==> config.mk <==
export PLATFORM = sky130hd
export DESIGN_NAME = mpw_top
export DESIGN_NICKNAME = d
export VERILOG_FILES = /design/src/core/mpw_pkg.sv /design/src/core/mpw_top.sv /design/src/core/mpw_coarse_chan.sv /design/src/core/mpw_fine_chan.sv
export VERILOG_INCLUDE_DIRS = /design/src /design/src/core
export SDC_FILE = /design/constraint.sdc
export NUM_CORES = 1
export LEC_CHECK = 0
export ABC_CLOCK_PERIOD_IN_PS = 4500
export BUFFER_PORTS_ARGS = -buffer_cell sky130_fd_sc_hd__buf_2
export CAP_MARGIN = 5
export CORE_ASPECT_RATIO = 0.9
export CORE_MARGIN = 2
export CORE_UTILIZATION = 65
export CTS_CLUSTER_SIZE = 25
export DETAILED_ROUTE_END_ITERATION = 10
export HOLD_SLACK_MARGIN = 0.06
export PLACE_DENSITY = 0.86
export SYNTH_ARGS = -nofsm -noshare
export SYNTH_HDL_FRONTEND = slang
export SYNTH_SLANG_ARGS = --single-unit
export TNS_END_PERCENT = 1
==> constraint.sdc <==
create_clock -name pclk -period 4.5 [get_ports pclk]
set_input_delay 0.225 -clock pclk [delete_from_list [all_inputs] [get_ports pclk]]
set_output_delay 0.225 -clock pclk [all_outputs]
set_load 0.01 [all_outputs]
==> src/core/mpw_consts.svh <==
// constant names for the multi-channel pulse width modulator
`ifndef MPW_CONSTS_SVH
`define MPW_CONSTS_SVH

// register byte addresses on the apb bus
`define MPW_ADDR_W          12
`define MPW_CTRL_ADDR       12'h000
`define MPW_DATA_ADDR       12'h004
`define MPW_STATUS_ADDR     12'h008
`define MPW_IRQ_STAT_ADDR   12'h00C
`define MPW_IRQ_MASK_ADDR   12'h010
`define MPW_PORT_LATCH_ADDR 12'h014
`define MPW_PORT_DIR_ADDR   12'h018

// latch select codes and the transfer request code
`define MPW_SEL_FINE_LO     8'h00
`define MPW_SEL_FINE_HI     8'h01
`define MPW_SEL_COARSE_1ST  8'h02
`define MPW_SEL_COARSE_LAST 8'h0A
`define MPW_CMD_XFER        8'h0C

// status and interrupt bit positions
`define MPW_PEND_BIT        7
`define MPW_IRQ_DONE_BIT    0
`define MPW_IRQ_REFUSE_BIT  1
`define MPW_IRQ_W           2

// channel counts and widths
`define MPW_CHANNELS        10
`define MPW_COARSE          9
`define MPW_FINE_LO_W       6
`define MPW_FINE_HI_W       8
`define MPW_FINE_W          14
`define MPW_COARSE_W        7

// timing in clock cycles: main period 2^15, short period 2^8, unit two cycles
`define MPW_MAIN_CNT_W      15
`define MPW_MAIN_LAST       15'h7FFF
`define MPW_SHORT_LAST      8'hFF
`define MPW_SUB_MSB         14
`define MPW_SUB_LSB         9
`define MPW_POS_MSB         8
`define MPW_POS_LSB         1
`define MPW_SHORT_POS_MSB   7

// reset values
`define MPW_CTRL_RST        8'h00
`define MPW_PORT_RST        10'h000

`endif

==> src/core/mpw_pkg.sv <==
// types shared by the pulse width modulator files
package mpw_pkg;

  // one bundle for the ten shared port pins
  typedef struct packed {
    logic [9:0] dout;
    logic [9:0] doe;
  } mpw_pins_t;

  // transfer state, one-hot
  typedef enum logic [1:0] {
    MPW_ST_IDLE = 2'b01,
    MPW_ST_WAIT = 2'b10
  } mpw_state_t;

endpackage : mpw_pkg

==> src/core/mpw_top.sv <==
// multi-channel pulse width modulator with apb registers and shared port pins
`timescale 1ns/1ps
`default_nettype none
`include "mpw_consts.svh"

module mpw_top
  import mpw_pkg::*;
(
  // clock and reset
  input  wire logic                    pclk,
  input  wire logic                    presetn,
  // apb slave
  input  wire logic                    psel,
  input  wire logic                    penable,
  input  wire logic                    pwrite,
  input  wire logic [`MPW_ADDR_W-1:0]  paddr,
  input  wire logic [31:0]             pwdata,
  input  wire logic [3:0]              pstrb,
  output logic      [31:0]             prdata,
  output logic                         pready,
  output logic                         pslverr,
  // interrupt
  output logic                         irq,
  // shared port pins
  output mpw_pkg::mpw_pins_t           pins
);
  import mpw_pkg::*;

  // bus phase decode
  logic                        setup;
  logic                        access;
  logic                        wr;
  logic                        mapped;
  logic [31:0]                 next_prdata;

  // registers
  logic [7:0]                  pulse_ctrl_reg;
  logic [7:0]                  latch_select_field;
  logic [`MPW_IRQ_W-1:0]       irq_stat;
  logic [`MPW_IRQ_W-1:0]       irq_mask;
  logic [9:0]                  port_latch;
  logic [9:0]                  port_dir;

  // staging latches behind the data buffer
  logic [`MPW_FINE_LO_W-1:0]   stage_lo;
  logic [`MPW_FINE_HI_W-1:0]   stage_hi;
  logic [`MPW_COARSE_W-1:0]    stage_c [1:`MPW_COARSE];

  // transfer machine
  mpw_state_t                  state;
  logic [7:0]                  target;
  logic                        transfer_pending_flag;
  logic                        xfer_req;
  logic                        data_wr;
  logic                        refuse;
  logic                        done;
  logic                        load_fine;
  logic [`MPW_COARSE:1]        load_c;

  // timing and channel levels
  logic [`MPW_MAIN_CNT_W-1:0]  cnt;
  logic [`MPW_CHANNELS-1:0]    active;
  logic [7:0]                  pulse_status_reg;
  logic [7:0]                  pulse_data_buffer;

  assign setup  = psel && !penable;
  assign access = psel && penable && pready;
  assign wr     = access && pwrite && pstrb[0] && !pslverr;

  always_comb
  begin
    if (paddr == `MPW_CTRL_ADDR)
      mapped = 1'b1;
    else if (paddr == `MPW_DATA_ADDR)
      mapped = 1'b1;
    else if (paddr == `MPW_STATUS_ADDR)
      mapped = 1'b1;
    else if (paddr == `MPW_IRQ_STAT_ADDR)
      mapped = 1'b1;
    else if (paddr == `MPW_IRQ_MASK_ADDR)
      mapped = 1'b1;
    else if (paddr == `MPW_PORT_LATCH_ADDR)
      mapped = 1'b1;
    else if (paddr == `MPW_PORT_DIR_ADDR)
      mapped = 1'b1;
    else
      mapped = 1'b0;
  end

  // readback of the data buffer shows the slot under the current select
  always_comb
  begin
    pulse_data_buffer = 8'h00;
    if (latch_select_field == `MPW_SEL_FINE_LO)
      pulse_data_buffer = {2'b00, stage_lo};
    else if (latch_select_field == `MPW_SEL_FINE_HI)
      pulse_data_buffer = stage_hi;
    else if (latch_select_field >= `MPW_SEL_COARSE_1ST && latch_select_field <= `MPW_SEL_COARSE_LAST)
      pulse_data_buffer = {1'b0, stage_c[latch_select_field - 8'h01]};
  end

  always_comb
  begin
    pulse_status_reg = 8'h00;
    pulse_status_reg[`MPW_PEND_BIT] = transfer_pending_flag;
  end

  always_comb
  begin
    if (paddr == `MPW_CTRL_ADDR)
      next_prdata = {24'h000000, pulse_ctrl_reg};
    else if (paddr == `MPW_DATA_ADDR)
      next_prdata = {24'h000000, pulse_data_buffer};
    else if (paddr == `MPW_STATUS_ADDR)
      next_prdata = {24'h000000, pulse_status_reg};
    else if (paddr == `MPW_IRQ_STAT_ADDR)
      next_prdata = {30'h0, irq_stat};
    else if (paddr == `MPW_IRQ_MASK_ADDR)
      next_prdata = {30'h0, irq_mask};
    else if (paddr == `MPW_PORT_LATCH_ADDR)
      next_prdata = {22'h0, port_latch};
    else if (paddr == `MPW_PORT_DIR_ADDR)
      next_prdata = {22'h0, port_dir};
    else
      next_prdata = 32'h00000000;
  end

  // answer in the cycle after setup: no wait states, all outputs registered
  always_ff @(posedge pclk or negedge presetn)
  begin
    if (!presetn)
    begin
      pready  <= 1'b0;
      pslverr <= 1'b0;
      prdata  <= 32'h00000000;
    end
    else
    begin
      pready  <= setup;
      pslverr <= setup && !mapped;
      if (setup && !pwrite)
        prdata <= next_prdata;
    end
  end

  // control register; the last non-request code stays as latch select
  always_ff @(posedge pclk or negedge presetn)
  begin
    if (!presetn)
    begin
      pulse_ctrl_reg     <= `MPW_CTRL_RST;
      latch_select_field <= `MPW_CTRL_RST;
    end
    else if (wr && paddr == `MPW_CTRL_ADDR)
    begin
      pulse_ctrl_reg <= pwdata[7:0];
      if (pwdata[7:0] != `MPW_CMD_XFER)
        latch_select_field <= pwdata[7:0];
    end
  end

  assign xfer_req = wr && paddr == `MPW_CTRL_ADDR && pwdata[7:0] == `MPW_CMD_XFER;
  assign data_wr  = wr && paddr == `MPW_DATA_ADDR;
  // data written during a transfer is dropped, protecting the staged value
  assign refuse   = transfer_pending_flag && (data_wr || xfer_req);

  always_ff @(posedge pclk or negedge presetn)
  begin
    if (!presetn)
    begin
      stage_lo <= '0;
      stage_hi <= '0;
    end
    else if (data_wr && !transfer_pending_flag)
    begin
      if (latch_select_field == `MPW_SEL_FINE_LO)
        stage_lo <= pwdata[`MPW_FINE_LO_W-1:0];
      else if (latch_select_field == `MPW_SEL_FINE_HI)
        stage_hi <= pwdata[`MPW_FINE_HI_W-1:0];
    end
  end

  // free-running timebase shared by all channels
  always_ff @(posedge pclk or negedge presetn)
  begin
    if (!presetn)
      cnt <= '0;
    else
      cnt <= cnt + 15'h0001;
  end

  // transfer machine: pending from the request until the latch is loaded
  always_ff @(posedge pclk or negedge presetn)
  begin
    if (!presetn)
    begin
      state  <= MPW_ST_IDLE;
      target <= `MPW_CTRL_RST;
    end
    else
    begin
      case (state)
        MPW_ST_IDLE:
        begin
          if (xfer_req)
          begin
            state  <= MPW_ST_WAIT;
            target <= latch_select_field;
          end
        end
        MPW_ST_WAIT:
        begin
          if (done)
            state <= MPW_ST_IDLE;
        end
        default:
          state <= MPW_ST_IDLE;
      endcase
    end
  end

  assign transfer_pending_flag = (state == MPW_ST_WAIT);

  // channel zero loads only in the last cycle of its main period
  assign load_fine = transfer_pending_flag && target <= `MPW_SEL_FINE_HI
                     && cnt == `MPW_MAIN_LAST;

  // an unmapped select has no latch, so its request ends at once
  always_comb
  begin
    done = 1'b0;
    if (transfer_pending_flag)
    begin
      if (target <= `MPW_SEL_FINE_HI)
        done = load_fine;
      else if (target <= `MPW_SEL_COARSE_LAST)
        done = |load_c;
      else
        done = 1'b1;
    end
  end

  // staging, load strobe and generator for each 7-bit channel
  genvar gi;
  generate
    for (gi = 1; gi <= `MPW_COARSE; gi++)
    begin : g_coarse
      always_ff @(posedge pclk or negedge presetn)
      begin
        if (!presetn)
          stage_c[gi] <= '0;
        else if (data_wr && !transfer_pending_flag && latch_select_field == 8'(gi + 1))
          stage_c[gi] <= pwdata[`MPW_COARSE_W-1:0];
      end

      assign load_c[gi] = transfer_pending_flag && target == 8'(gi + 1)
                          && cnt[`MPW_SHORT_POS_MSB:0] == `MPW_SHORT_LAST;

      mpw_coarse_chan u_chan (
        .pclk    (pclk),
        .presetn (presetn),
        .cnt_lo  (cnt[`MPW_SHORT_POS_MSB:0]),
        .load    (load_c[gi]),
        .data    (stage_c[gi]),
        .active  (active[gi])
      );
    end
  endgenerate

  mpw_fine_chan u_fine_channel_zero (
    .pclk    (pclk),
    .presetn (presetn),
    .cnt     (cnt),
    .load    (load_fine),
    .data    ({stage_hi, stage_lo}),
    .active  (active[0])
  );

  // port latch and direction bits that own the shared pins
  always_ff @(posedge pclk or negedge presetn)
  begin
    if (!presetn)
    begin
      port_latch <= `MPW_PORT_RST;
      port_dir   <= `MPW_PORT_RST;
    end
    else if (wr && paddr == `MPW_PORT_LATCH_ADDR)
      port_latch <= pwdata[9:0];
    else if (wr && paddr == `MPW_PORT_DIR_ADDR)
      port_dir <= pwdata[9:0];
  end

  // with latch low the pin just drives the latch level, never the pulse
  always_ff @(posedge pclk or negedge presetn)
  begin
    if (!presetn)
    begin
      pins.dout <= '0;
      pins.doe  <= '0;
    end
    else
    begin
      pins.dout <= port_latch & ~active;
      pins.doe  <= port_dir;
    end
  end

  // sticky events: a set in the same cycle as a clear is kept
  always_ff @(posedge pclk or negedge presetn)
  begin
    if (!presetn)
      irq_stat <= '0;
    else
    begin
      irq_stat[`MPW_IRQ_DONE_BIT] <= (irq_stat[`MPW_IRQ_DONE_BIT]
        & ~(wr && paddr == `MPW_IRQ_STAT_ADDR && pwdata[`MPW_IRQ_DONE_BIT])) | done;
      irq_stat[`MPW_IRQ_REFUSE_BIT] <= (irq_stat[`MPW_IRQ_REFUSE_BIT]
        & ~(wr && paddr == `MPW_IRQ_STAT_ADDR && pwdata[`MPW_IRQ_REFUSE_BIT])) | refuse;
    end
  end

  always_ff @(posedge pclk or negedge presetn)
  begin
    if (!presetn)
      irq_mask <= '0;
    else if (wr && paddr == `MPW_IRQ_MASK_ADDR)
      irq_mask <= pwdata[`MPW_IRQ_W-1:0];
  end

  always_ff @(posedge pclk or negedge presetn)
  begin
    if (!presetn)
      irq <= 1'b0;
    else
      irq <= |(irq_stat & irq_mask);
  end

endmodule : mpw_top
`default_nettype wire

==> src/core/mpw_coarse_chan.sv <==
// one 7-bit channel with a 256-cycle period
`timescale 1ns/1ps
`default_nettype none
`include "mpw_consts.svh"

module mpw_coarse_chan
  import mpw_pkg::*;
(
  // clock and reset
  input  wire logic                     pclk,
  input  wire logic                     presetn,
  // timing and load
  input  wire logic [7:0]               cnt_lo,
  input  wire logic                     load,
  input  wire logic [`MPW_COARSE_W-1:0] data,
  // modulated level, high while the pulse is on
  output logic                          active
);
  import mpw_pkg::*;

  logic [`MPW_COARSE_W-1:0] width;

  // load only ever arrives in the last cycle of a period
  always_ff @(posedge pclk or negedge presetn)
  begin
    if (!presetn)
      width <= '0;
    else if (load)
      width <= data;
  end

  // pulse of k units of two cycles per 256-cycle period
  always_ff @(posedge pclk or negedge presetn)
  begin
    if (!presetn)
      active <= 1'b0;
    else
      active <= (cnt_lo[`MPW_SHORT_POS_MSB:`MPW_POS_LSB] < width);
  end

endmodule : mpw_coarse_chan
`default_nettype wire

==> src/core/mpw_fine_chan.sv <==
// 14-bit channel zero: base width per sub-period plus spread extra pulses
`timescale 1ns/1ps
`default_nettype none
`include "mpw_consts.svh"

module mpw_fine_chan
  import mpw_pkg::*;
(
  // clock and reset
  input  wire logic                        pclk,
  input  wire logic                        presetn,
  // timing and load
  input  wire logic [`MPW_MAIN_CNT_W-1:0]  cnt,
  input  wire logic                        load,
  input  wire logic [`MPW_FINE_W-1:0]      data,
  // modulated level, high while the pulse is on
  output logic                             active
);
  import mpw_pkg::*;

  logic [`MPW_FINE_W-1:0]    width;
  logic [5:0]                sub;
  logic [7:0]                pos;
  logic [`MPW_FINE_HI_W-1:0] base;
  logic [`MPW_FINE_LO_W-1:0] extra;
  logic                      add;

  assign sub   = cnt[`MPW_SUB_MSB:`MPW_SUB_LSB];
  assign pos   = cnt[`MPW_POS_MSB:`MPW_POS_LSB];
  assign base  = width[`MPW_FINE_W-1:`MPW_FINE_LO_W];
  assign extra = width[`MPW_FINE_LO_W-1:0];

  always_ff @(posedge pclk or negedge presetn)
  begin
    if (!presetn)
      width <= '0;
    else if (load)
      width <= data;
  end

  // the lowest set bit of the sub-period index picks the extra bit,
  // so bit j covers 2^j sub-periods and m of 64 get one more unit
  always_comb
  begin
    if (sub[0])
      add = extra[5];
    else if (sub[1])
      add = extra[4];
    else if (sub[2])
      add = extra[3];
    else if (sub[3])
      add = extra[2];
    else if (sub[4])
      add = extra[1];
    else if (sub[5])
      add = extra[0];
    else
      add = 1'b0;
  end

  // nine-bit compare lets 255 plus an extra unit fill the whole sub-period
  always_ff @(posedge pclk or negedge presetn)
  begin
    if (!presetn)
      active <= 1'b0;
    else
      active <= ({1'b0, pos} < ({1'b0, base} + {8'h00, add}));
  end

endmodule : mpw_fine_chan
`default_nettype wire

==> results.md, run 1 <==
* Status: completed
* Synth area leader: dfrtp_1
* Die ar. at 0.0211 mm²
* Int Pwr at 3870 µW
* RSZ-0062 raised after global routing: false
* PortBufs at 60
* Setup WS post-layout at 1330 ps
* Global-route wire length before repair at 49200 µm
* Area of the multi-input gates at 0.00589 mm²
* Vias in the first global route at 9099
* Total GRT Usage at 30.2%
* CTS tree: built
* H-tree levels at 1
* Post-synthesis sequential area ratio at 50.7%
* Hold WS at 153 ps
* Final setup viols at 0
* Min cycle time layout at 3170 ps
* Initial antenna violation count at 0
* Sink Count at 262
* Fin Setup TNS at 0 ps
* Detail Route Antenna Nets at 0
* Clock Tree Buf Depth at 3
* Post-DP HPWL at 21200 µm
* Ports at 108
* Die W at 153 µm
* Critical Path RT at 4900 ps
* WL/cell at 22.0 µm
* Most frequent cell after synthesis: dfrtp_1
* Num CTS Buffers at 26
* Power per cell area at 340 mW/mm²
* Setup Buffers After CTS at 0
* Clock latency on the worst-skew pair at 530 ps
* Max-Slew Margin vs Limit at 21.7%
* CP arrival at 3570 ps
* Worst min-delay path category: in -> reg
* Number of fill cells at 1232
* Library cells used by synthesis at 64
* Die height at 138 µm
* Leak at 0.00703 µW
* CP Max Fanout at 19
* Clock Skew at 8.16 ps
* Synth top area share at 50.5%
* Sequential power share at 48.6%
* Syn-to-layout area delta at 11.3%
* FF-to-FF Start: latch_select_field[0]
* Reg2Reg Setup Slack at 1330 ps
* DRC at 0
* Post-Syn Area per Cell at 11.8 µm²
* Site row count at 48
* Switching share of power at 21.1%
* Max-slew violations at 0
* Number of diodes at 0
* Biggest regs: g_coarse.u_chan.width (63), stage_c (63), pins (20)
* Final hold vios at 0
* 1st-iter DRT viols at 860
* Mapped Area at 0.0129 mm²
* Crit path kind: reg -> reg
* Post_cts resized at 0
* RR Endpoint: prdata[1]
* Peak VDD IR at 0.355 mV
* Worst Setup EP: prdata[1]
* Share of layout cells above drive strength 1 at 28.3%
* Fin crit share at 70.5%
* Final Power at 4900 µW
* Psw at 1040 µW
* Total grt overflow at 0
* Largest net degree at the start of global routing at 129
* Top area cells in the synthesized netlist: dfrtp_1, mux2_2, ha_1, nand2_1, inv_1
* Ys flop type: dfrtp_1
* Peak Freq at 315 MHz
* GPL Wtd Cong at 0.933
* Reg2Reg Depth at 8
* Post-synth EDFFs at 0
* Async SR Flop Fraction at 100%
* Crit path launch: latch_select_field[0]
* Vias per cell at 6.33
* Initial Utilization at 66.9%
* Iteration count of the initial detailed-routing pass at 5
* Final core occ at 74.5%
* CP Capture Type: flop
* Core Area at 0.0193 mm²
* CTS Hold Bufs at 7
* Synth cell count leaders: dfrtp_1, mux2_2, nand2_1, ha_1, inv_1
* Worst slew pin tran at 1160 ps
* Gate power share at 3.5%
* DR vias at 9013
* Register area at 0.00656 mm²
* CP startpoint kind: flop
* Layout Nets at 1278
* Clock Tree Root: clkbuf_16
* Pre-CTS setup slack at 1450 ps
* Max Cap Viol at 0
* Clk pwr share at 47.9%
* Reg clk slew, reported paths at 70 ps
* FF+latch count, synth at 262
* Synthesized netlist cell count at 1093
* DRT Wirelength at 31300 µm
* Ys Warns at 0
## per-layer routing
layer / vias to the layer above / track usage, % / wire [µm]
met5: - / 0 / 0
met4: 0 / 13.1 / 1450
met3: 117 / 4.38 / 2230
met2: 397 / 48.9 / 14600
met1: 4526 / 41.6 / 13000
li1: 3973 / - / -
## layout make-up
type / instances / share of cell area, %
Inverter: 67 / 1.75
Clock buffer: 38 / 5.53
Sequential cell: 262 / 45.5
Tap cell: 250 / 2.17
Timing Repair Buffer: 75 / 3.14
Multi-Input combinational cell: 724 / 40.9
Clock inverter: 8 / 0.990
## worst max-delay path, stage by stage, from the launching register on
cell	delay [ps]
dfrtp_1	350
clkinv_1	300
ha_1	980
nor2b_1	250
nand3_1	150
o31ai_1	90
o311a_1	370
a311oi_1	360
o21ai_0	180
## placed cells by master, fill, tap and decap left out, types with 5 or more instances in the layout
| master | count |
|---|---|
| xnor2_1 | 11 |
| buf_2 | 59 |
| inv_1 | 66 |
| nand2_1 | 70 |
| a22o_1 | 8 |
| o22ai_1 | 9 |
| nor3_4 | 5 |
| nor2b_1 | 21 |
| clkbuf_8 | 8 |
| nor3_1 | 18 |
| nand3_1 | 20 |
| mux4_2 | 5 |
| a221oi_1 | 5 |
| nand4_1 | 11 |
| mux2i_1 | 7 |
| ha_1 | 69 |
| dfrtp_1 | 261 |
| a211oi_1 | 21 |
| a22oi_1 | 9 |
| nand2b_1 | 13 |
| mux2_2 | 189 |
| conb_1 | 22 |
| and3_1 | 14 |
| dlygate4sd3_1 | 7 |
| nor2_1 | 48 |
| o221ai_1 | 5 |
| a21o_1 | 5 |
| clkbuf_16 | 27 |
| a21oi_1 | 34 |
| xor2_1 | 14 |
| o21ai_0 | 26 |
| buf_4 | 7 |
## power groups by stage
stage	sequential, µW	combinational [µW]	clock (µW)
6_report	2380	170	2350
5_1_grt	2380	189	2470
4_1_cts	2380	170	2380
3_5_place_dp	2430	165	0
2_1_floorplan	2430	68.2	0
3_3_place_gp	2430	161	0
## cell families (layout without fill, tap and decap cells)
logic type	count (synthesis)	in the layout	share of synthesized area, %
adder cells (fa/ha/maj)	69	69	6.67
XOR/XNOR	25	25	1.69
flip-flops	262	262	50.7
buffers and inverters	128	188	4.49
AND/OR/NAND/NOR	255	255	10.7
AO/OA/AOI/OAI	148	148	7.55
multiplexers	205	205	18.2
other	1	22	0.0290
## how the worst min path moves through the flow
stage,endpoint,cells past startpoint,from,slack [ps]
floorplan,cnt[0],0,presetn,-70
global placement,pins[0],0,port_dir[0],360
detailed placement,pins[0],0,port_dir[0],360
CTS,pulse_ctrl_reg[5],3,pwdata[5],130
global route,pulse_ctrl_reg[2],3,pwdata[2],160
finish,pulse_ctrl_reg[5],3,pwdata[5],150
## stage by stage
step                cell area [µm²]  std cells
floorplan                     13000       1114
global placement              13400       1371
detailed placement            13400       1371
CTS                           14400       1424
global route                  14400       1424
finish                        14400       1424
No activity file was read; power rests on OpenSTA's default activity.
==> run 2: changes to the inputs <==
- ABC_CLOCK_PERIOD_IN_PS: 4500 -> 2600
- CORE_UTILIZATION: 65 -> 54
- PLACE_DENSITY: 0.86 -> 0.76
- clock period: 4.5 -> 2.6 ns (I/O delays scaled with it)
==> run 2 against run 1 <==
  * The flow now finishes with violations (design-rule violations)
  * Via count is 0.22% higher
  * First-iteration DRC count is 18% lower
  * Critical path depth is 7 higher
  * Clock skew is 15 ps higher
  * Non-clock buffer count is 53 higher
  * Highest routed layer unchanged
==> results.md, run 2 (synthesized netlist as in run 1, its figures left out) <==
* CP top delay family: compound AO/OA/AOI/OAI gates (unchanged)
* Crit path launch: cnt[13] (was latch_select_field[0])
* Commonest cells after routing, fill and taps aside: dfrtp_1, mux2_2, nand2_1 (unchanged)
* Leak at 0.00731 µW (was 0.00703 µW)
* CP Max Fanout at 3 (was 19)
* Share of layout cells above drive strength 1 at 32.0% (was 28.3%)
* Worst min-delay path category: in -> reg (unchanged)
* PortBufs at 60 (unchanged)
* CP arrival at 2990 ps (was 3570 ps)
* RR Endpoint: u_fine_channel_zero.active (was prdata[1])
* Initial antenna violation count at 0 (unchanged)
* Final hold vios at 0 (unchanged)
* Worst-path cell chain: nand3b_1 > a21oi_2 > a21oi_2 > o21ai_1 > mux2i_1 > o21ai_2 > ha_2 > buf_4 > xnor2_1 > ha_1 > a21o_1 > a21o_1 > a21oi_1 > o21ai_1 > o211ai_1 (was clkinv_1 > ha_1 > nor2b_1 > nand3_1 > o31ai_1 > o311a_1 > a311oi_1 > o21ai_0)
* DRC at 10 (was 0)
* Max-Slew Margin vs Limit at 46.6% (was 21.7%)
* Final core occ at 63.6% (was 74.5%)
* Core Area at 0.0235 mm² (was 0.0193 mm²)
* 1st-iter DRT viols at 704 (was 860)
* Site row count at 53 (was 48)
* Layout Nets at 1332 (was 1278)
* Iteration count of the initial detailed-routing pass at 8 (was 5)
* Max-slew violations at 0 (unchanged)
* Slowest stage delay, CP at 370 ps (was 980 ps)
* Die W at 167 µm (was 153 µm)
* Placed cell area at 0.0139 mm² (was 0.0134 mm²)
* Critical Path RT at 3040 ps (was 4900 ps)
* RSZ-0062 raised after global routing: true (was false)
* Status: complete, but fails checks (was completed)
* Failing checks: design-rule violations
* DRT Wirelength at 32300 µm (was 31300 µm)
* H-tree levels at 1 (unchanged)
* Largest net degree at the start of global routing at 99 (was 129)
* Peak VDD IR at 0.516 mV (was 0.355 mV)
* Biggest regs: g_coarse.u_chan.width (63), stage_c (63), pins (20) (unchanged)
* Clock latency on the worst-skew pair at 540 ps (was 530 ps)
* Final Power at 8560 µW (was 4900 µW)
* Vias in the first global route at 8990 (was 9099)
* Reg2Reg Setup Slack at 50 ps (was 1330 ps)
* Peak Freq at 392 MHz (was 315 MHz)
* Sink Count at 262 (unchanged)
* Critical path depth in cells at 15 (was 8)
* Clock Tree Root: clkbuf_16 (unchanged)
* WP buf/inv at 1 (unchanged)
* CP Capture Type: flop (unchanged)
* GPL Wtd Cong at 0.994 (was 0.933)
* Ports at 108 (unchanged)
* Detail Route Antenna Nets at 0 (unchanged)
* Worst Setup EP: u_fine_channel_zero.active (was prdata[1])
* Commonest non-fill, non-tap cell in the layout: dfrtp_1 (unchanged)
* Clock Skew at 22.9 ps (was 8.16 ps)
* Number of diodes at 0 (unchanged)
* Post-DP HPWL at 22700 µm (was 21200 µm)
* Clock Tree Buf Depth at 3 (unchanged)
* Final instance area at 0.0149 mm² (was 0.0144 mm²)
* Slowest stage cell on the critical path: dfrtp_1 (was ha_1)
* Hold WS at 82.6 ps (was 153 ps)
* Num CTS Buffers at 27 (was 26)
* Die height at 151 µm (was 138 µm)
* Worst slew pin tran at 801 ps (was 1160 ps)
* Reg clk slew, reported paths at 70 ps (about the same)
* Final setup viols at 0 (unchanged)
* Total grt overflow at 0 (unchanged)
* Min cycle time layout at 2550 ps (was 3170 ps)
* WL/cell at 21.1 µm (was 22.0 µm)
* Vias per cell at 5.89 (was 6.33)
* WHS Path Cells at 3 (unchanged)
* FF-to-FF Start: cnt[13] (was latch_select_field[0])
* Total GRT Usage at 26.2% (was 30.2%)
* Fin crit share at 98.2% (was 70.5%)
* Reg2Reg Depth at 15 (was 8)
* Syn-to-layout area delta at 15.3% (was 11.3%)
* Die ar. at 0.0252 mm² (was 0.0211 mm²)
* Crit path kind: reg -> reg (unchanged)
* Max Cap Viol at 0 (unchanged)
* CTS tree: built (unchanged)
* Global-route wire length before repair at 51200 µm (was 49200 µm)
* Power per cell area at 573 mW/mm² (was 340 mW/mm²)
* CP startpoint kind: flop (unchanged)
* Initial Utilization at 55.1% (was 66.9%)
* DR vias at 9033 (was 9013)
==> run 2: cell type report <==
type | count | area [µm²]
Fill cell | 1806 | 8550
Sequential cell | 262 | 6560
Multi-Input combinational cell | 724 | 5910
Timing Repair Buffer | 128 | 881
Clock buffer | 34 | 752
Tap cell | 302 | 378
Inverter | 67 | 253
Clock inverter | 16 | 200
==> run 2: what timing repair did <==
| item | 4_1_cts | 5_1_grt |
|---|---|---|
| endpoints found under the hold margin | 101 | 0 |
| setup buffers | 0 | 1 |
| gates resized for setup | 4 | 4 |
| pin swaps | 3 | 3 |
| setup endpoints to repair | 1 | 1 |
| hold buffers | 9 | 0 |
==> run 2: worst min-delay path by stage <==
stage                     slack, ps                 to      start
after floorplan                -170             cnt[0]    presetn
after global placement          230             cnt[3]    presetn
after detailed placement        230             cnt[3]    presetn
after CTS                        70  pulse_ctrl_reg[1]  pwdata[1]
after global routing             90  pulse_ctrl_reg[1]  pwdata[1]
final                            80  pulse_ctrl_reg[1]  pwdata[1]
==> run 2: per-layer routing <==
| layer | up-vias | share of wire [%] | global-route usage (%) | routed length [µm] |
|---|---|---|---|---|
| met5 | - | 0 | 0 | 0 |
| met4 | 0 | 3.7 | 8.83 | 1180 |
| met3 | 78 | 6.9 | 4.70 | 2240 |
| met2 | 293 | 45 | 40.6 | 14600 |
| met1 | 4575 | 44 | 37.8 | 14300 |
| li1 | 4087 | - | - | - |
==> run 2: worst reg2reg max path, delay by kind of cell (launching register included) <==
| kind | cells | cell delay [ps] |
|---|---|---|
| simple gates | 1 | 180 |
| buf+inv | 1 | 110 |
| flops | 1 | 370 |
| xor+xnor | 1 | 100 |
| fa+ha+maj | 2 | 480 |
| mux | 1 | 90 |
| compound gates | 9 | 1140 |
==> run 2: where the power goes <==
group	total (µW)	internal, µW	switching (µW)
logic	325	99.2	226
registers	4120	4100	20.9
clock network	4110	2450	1650
total	8560	6660	1900
==> run 2: stage by stage <==
stage	TNS [ps]	setup slack [ps]	cells
after CTS	0	0.679	1532
after global placement	-10.5	-10.5	1473
final	0	47.8	1533
after global routing	-155	-155	1533
after detailed placement	-111	-111	1473
after floorplan	0	47.7	1114
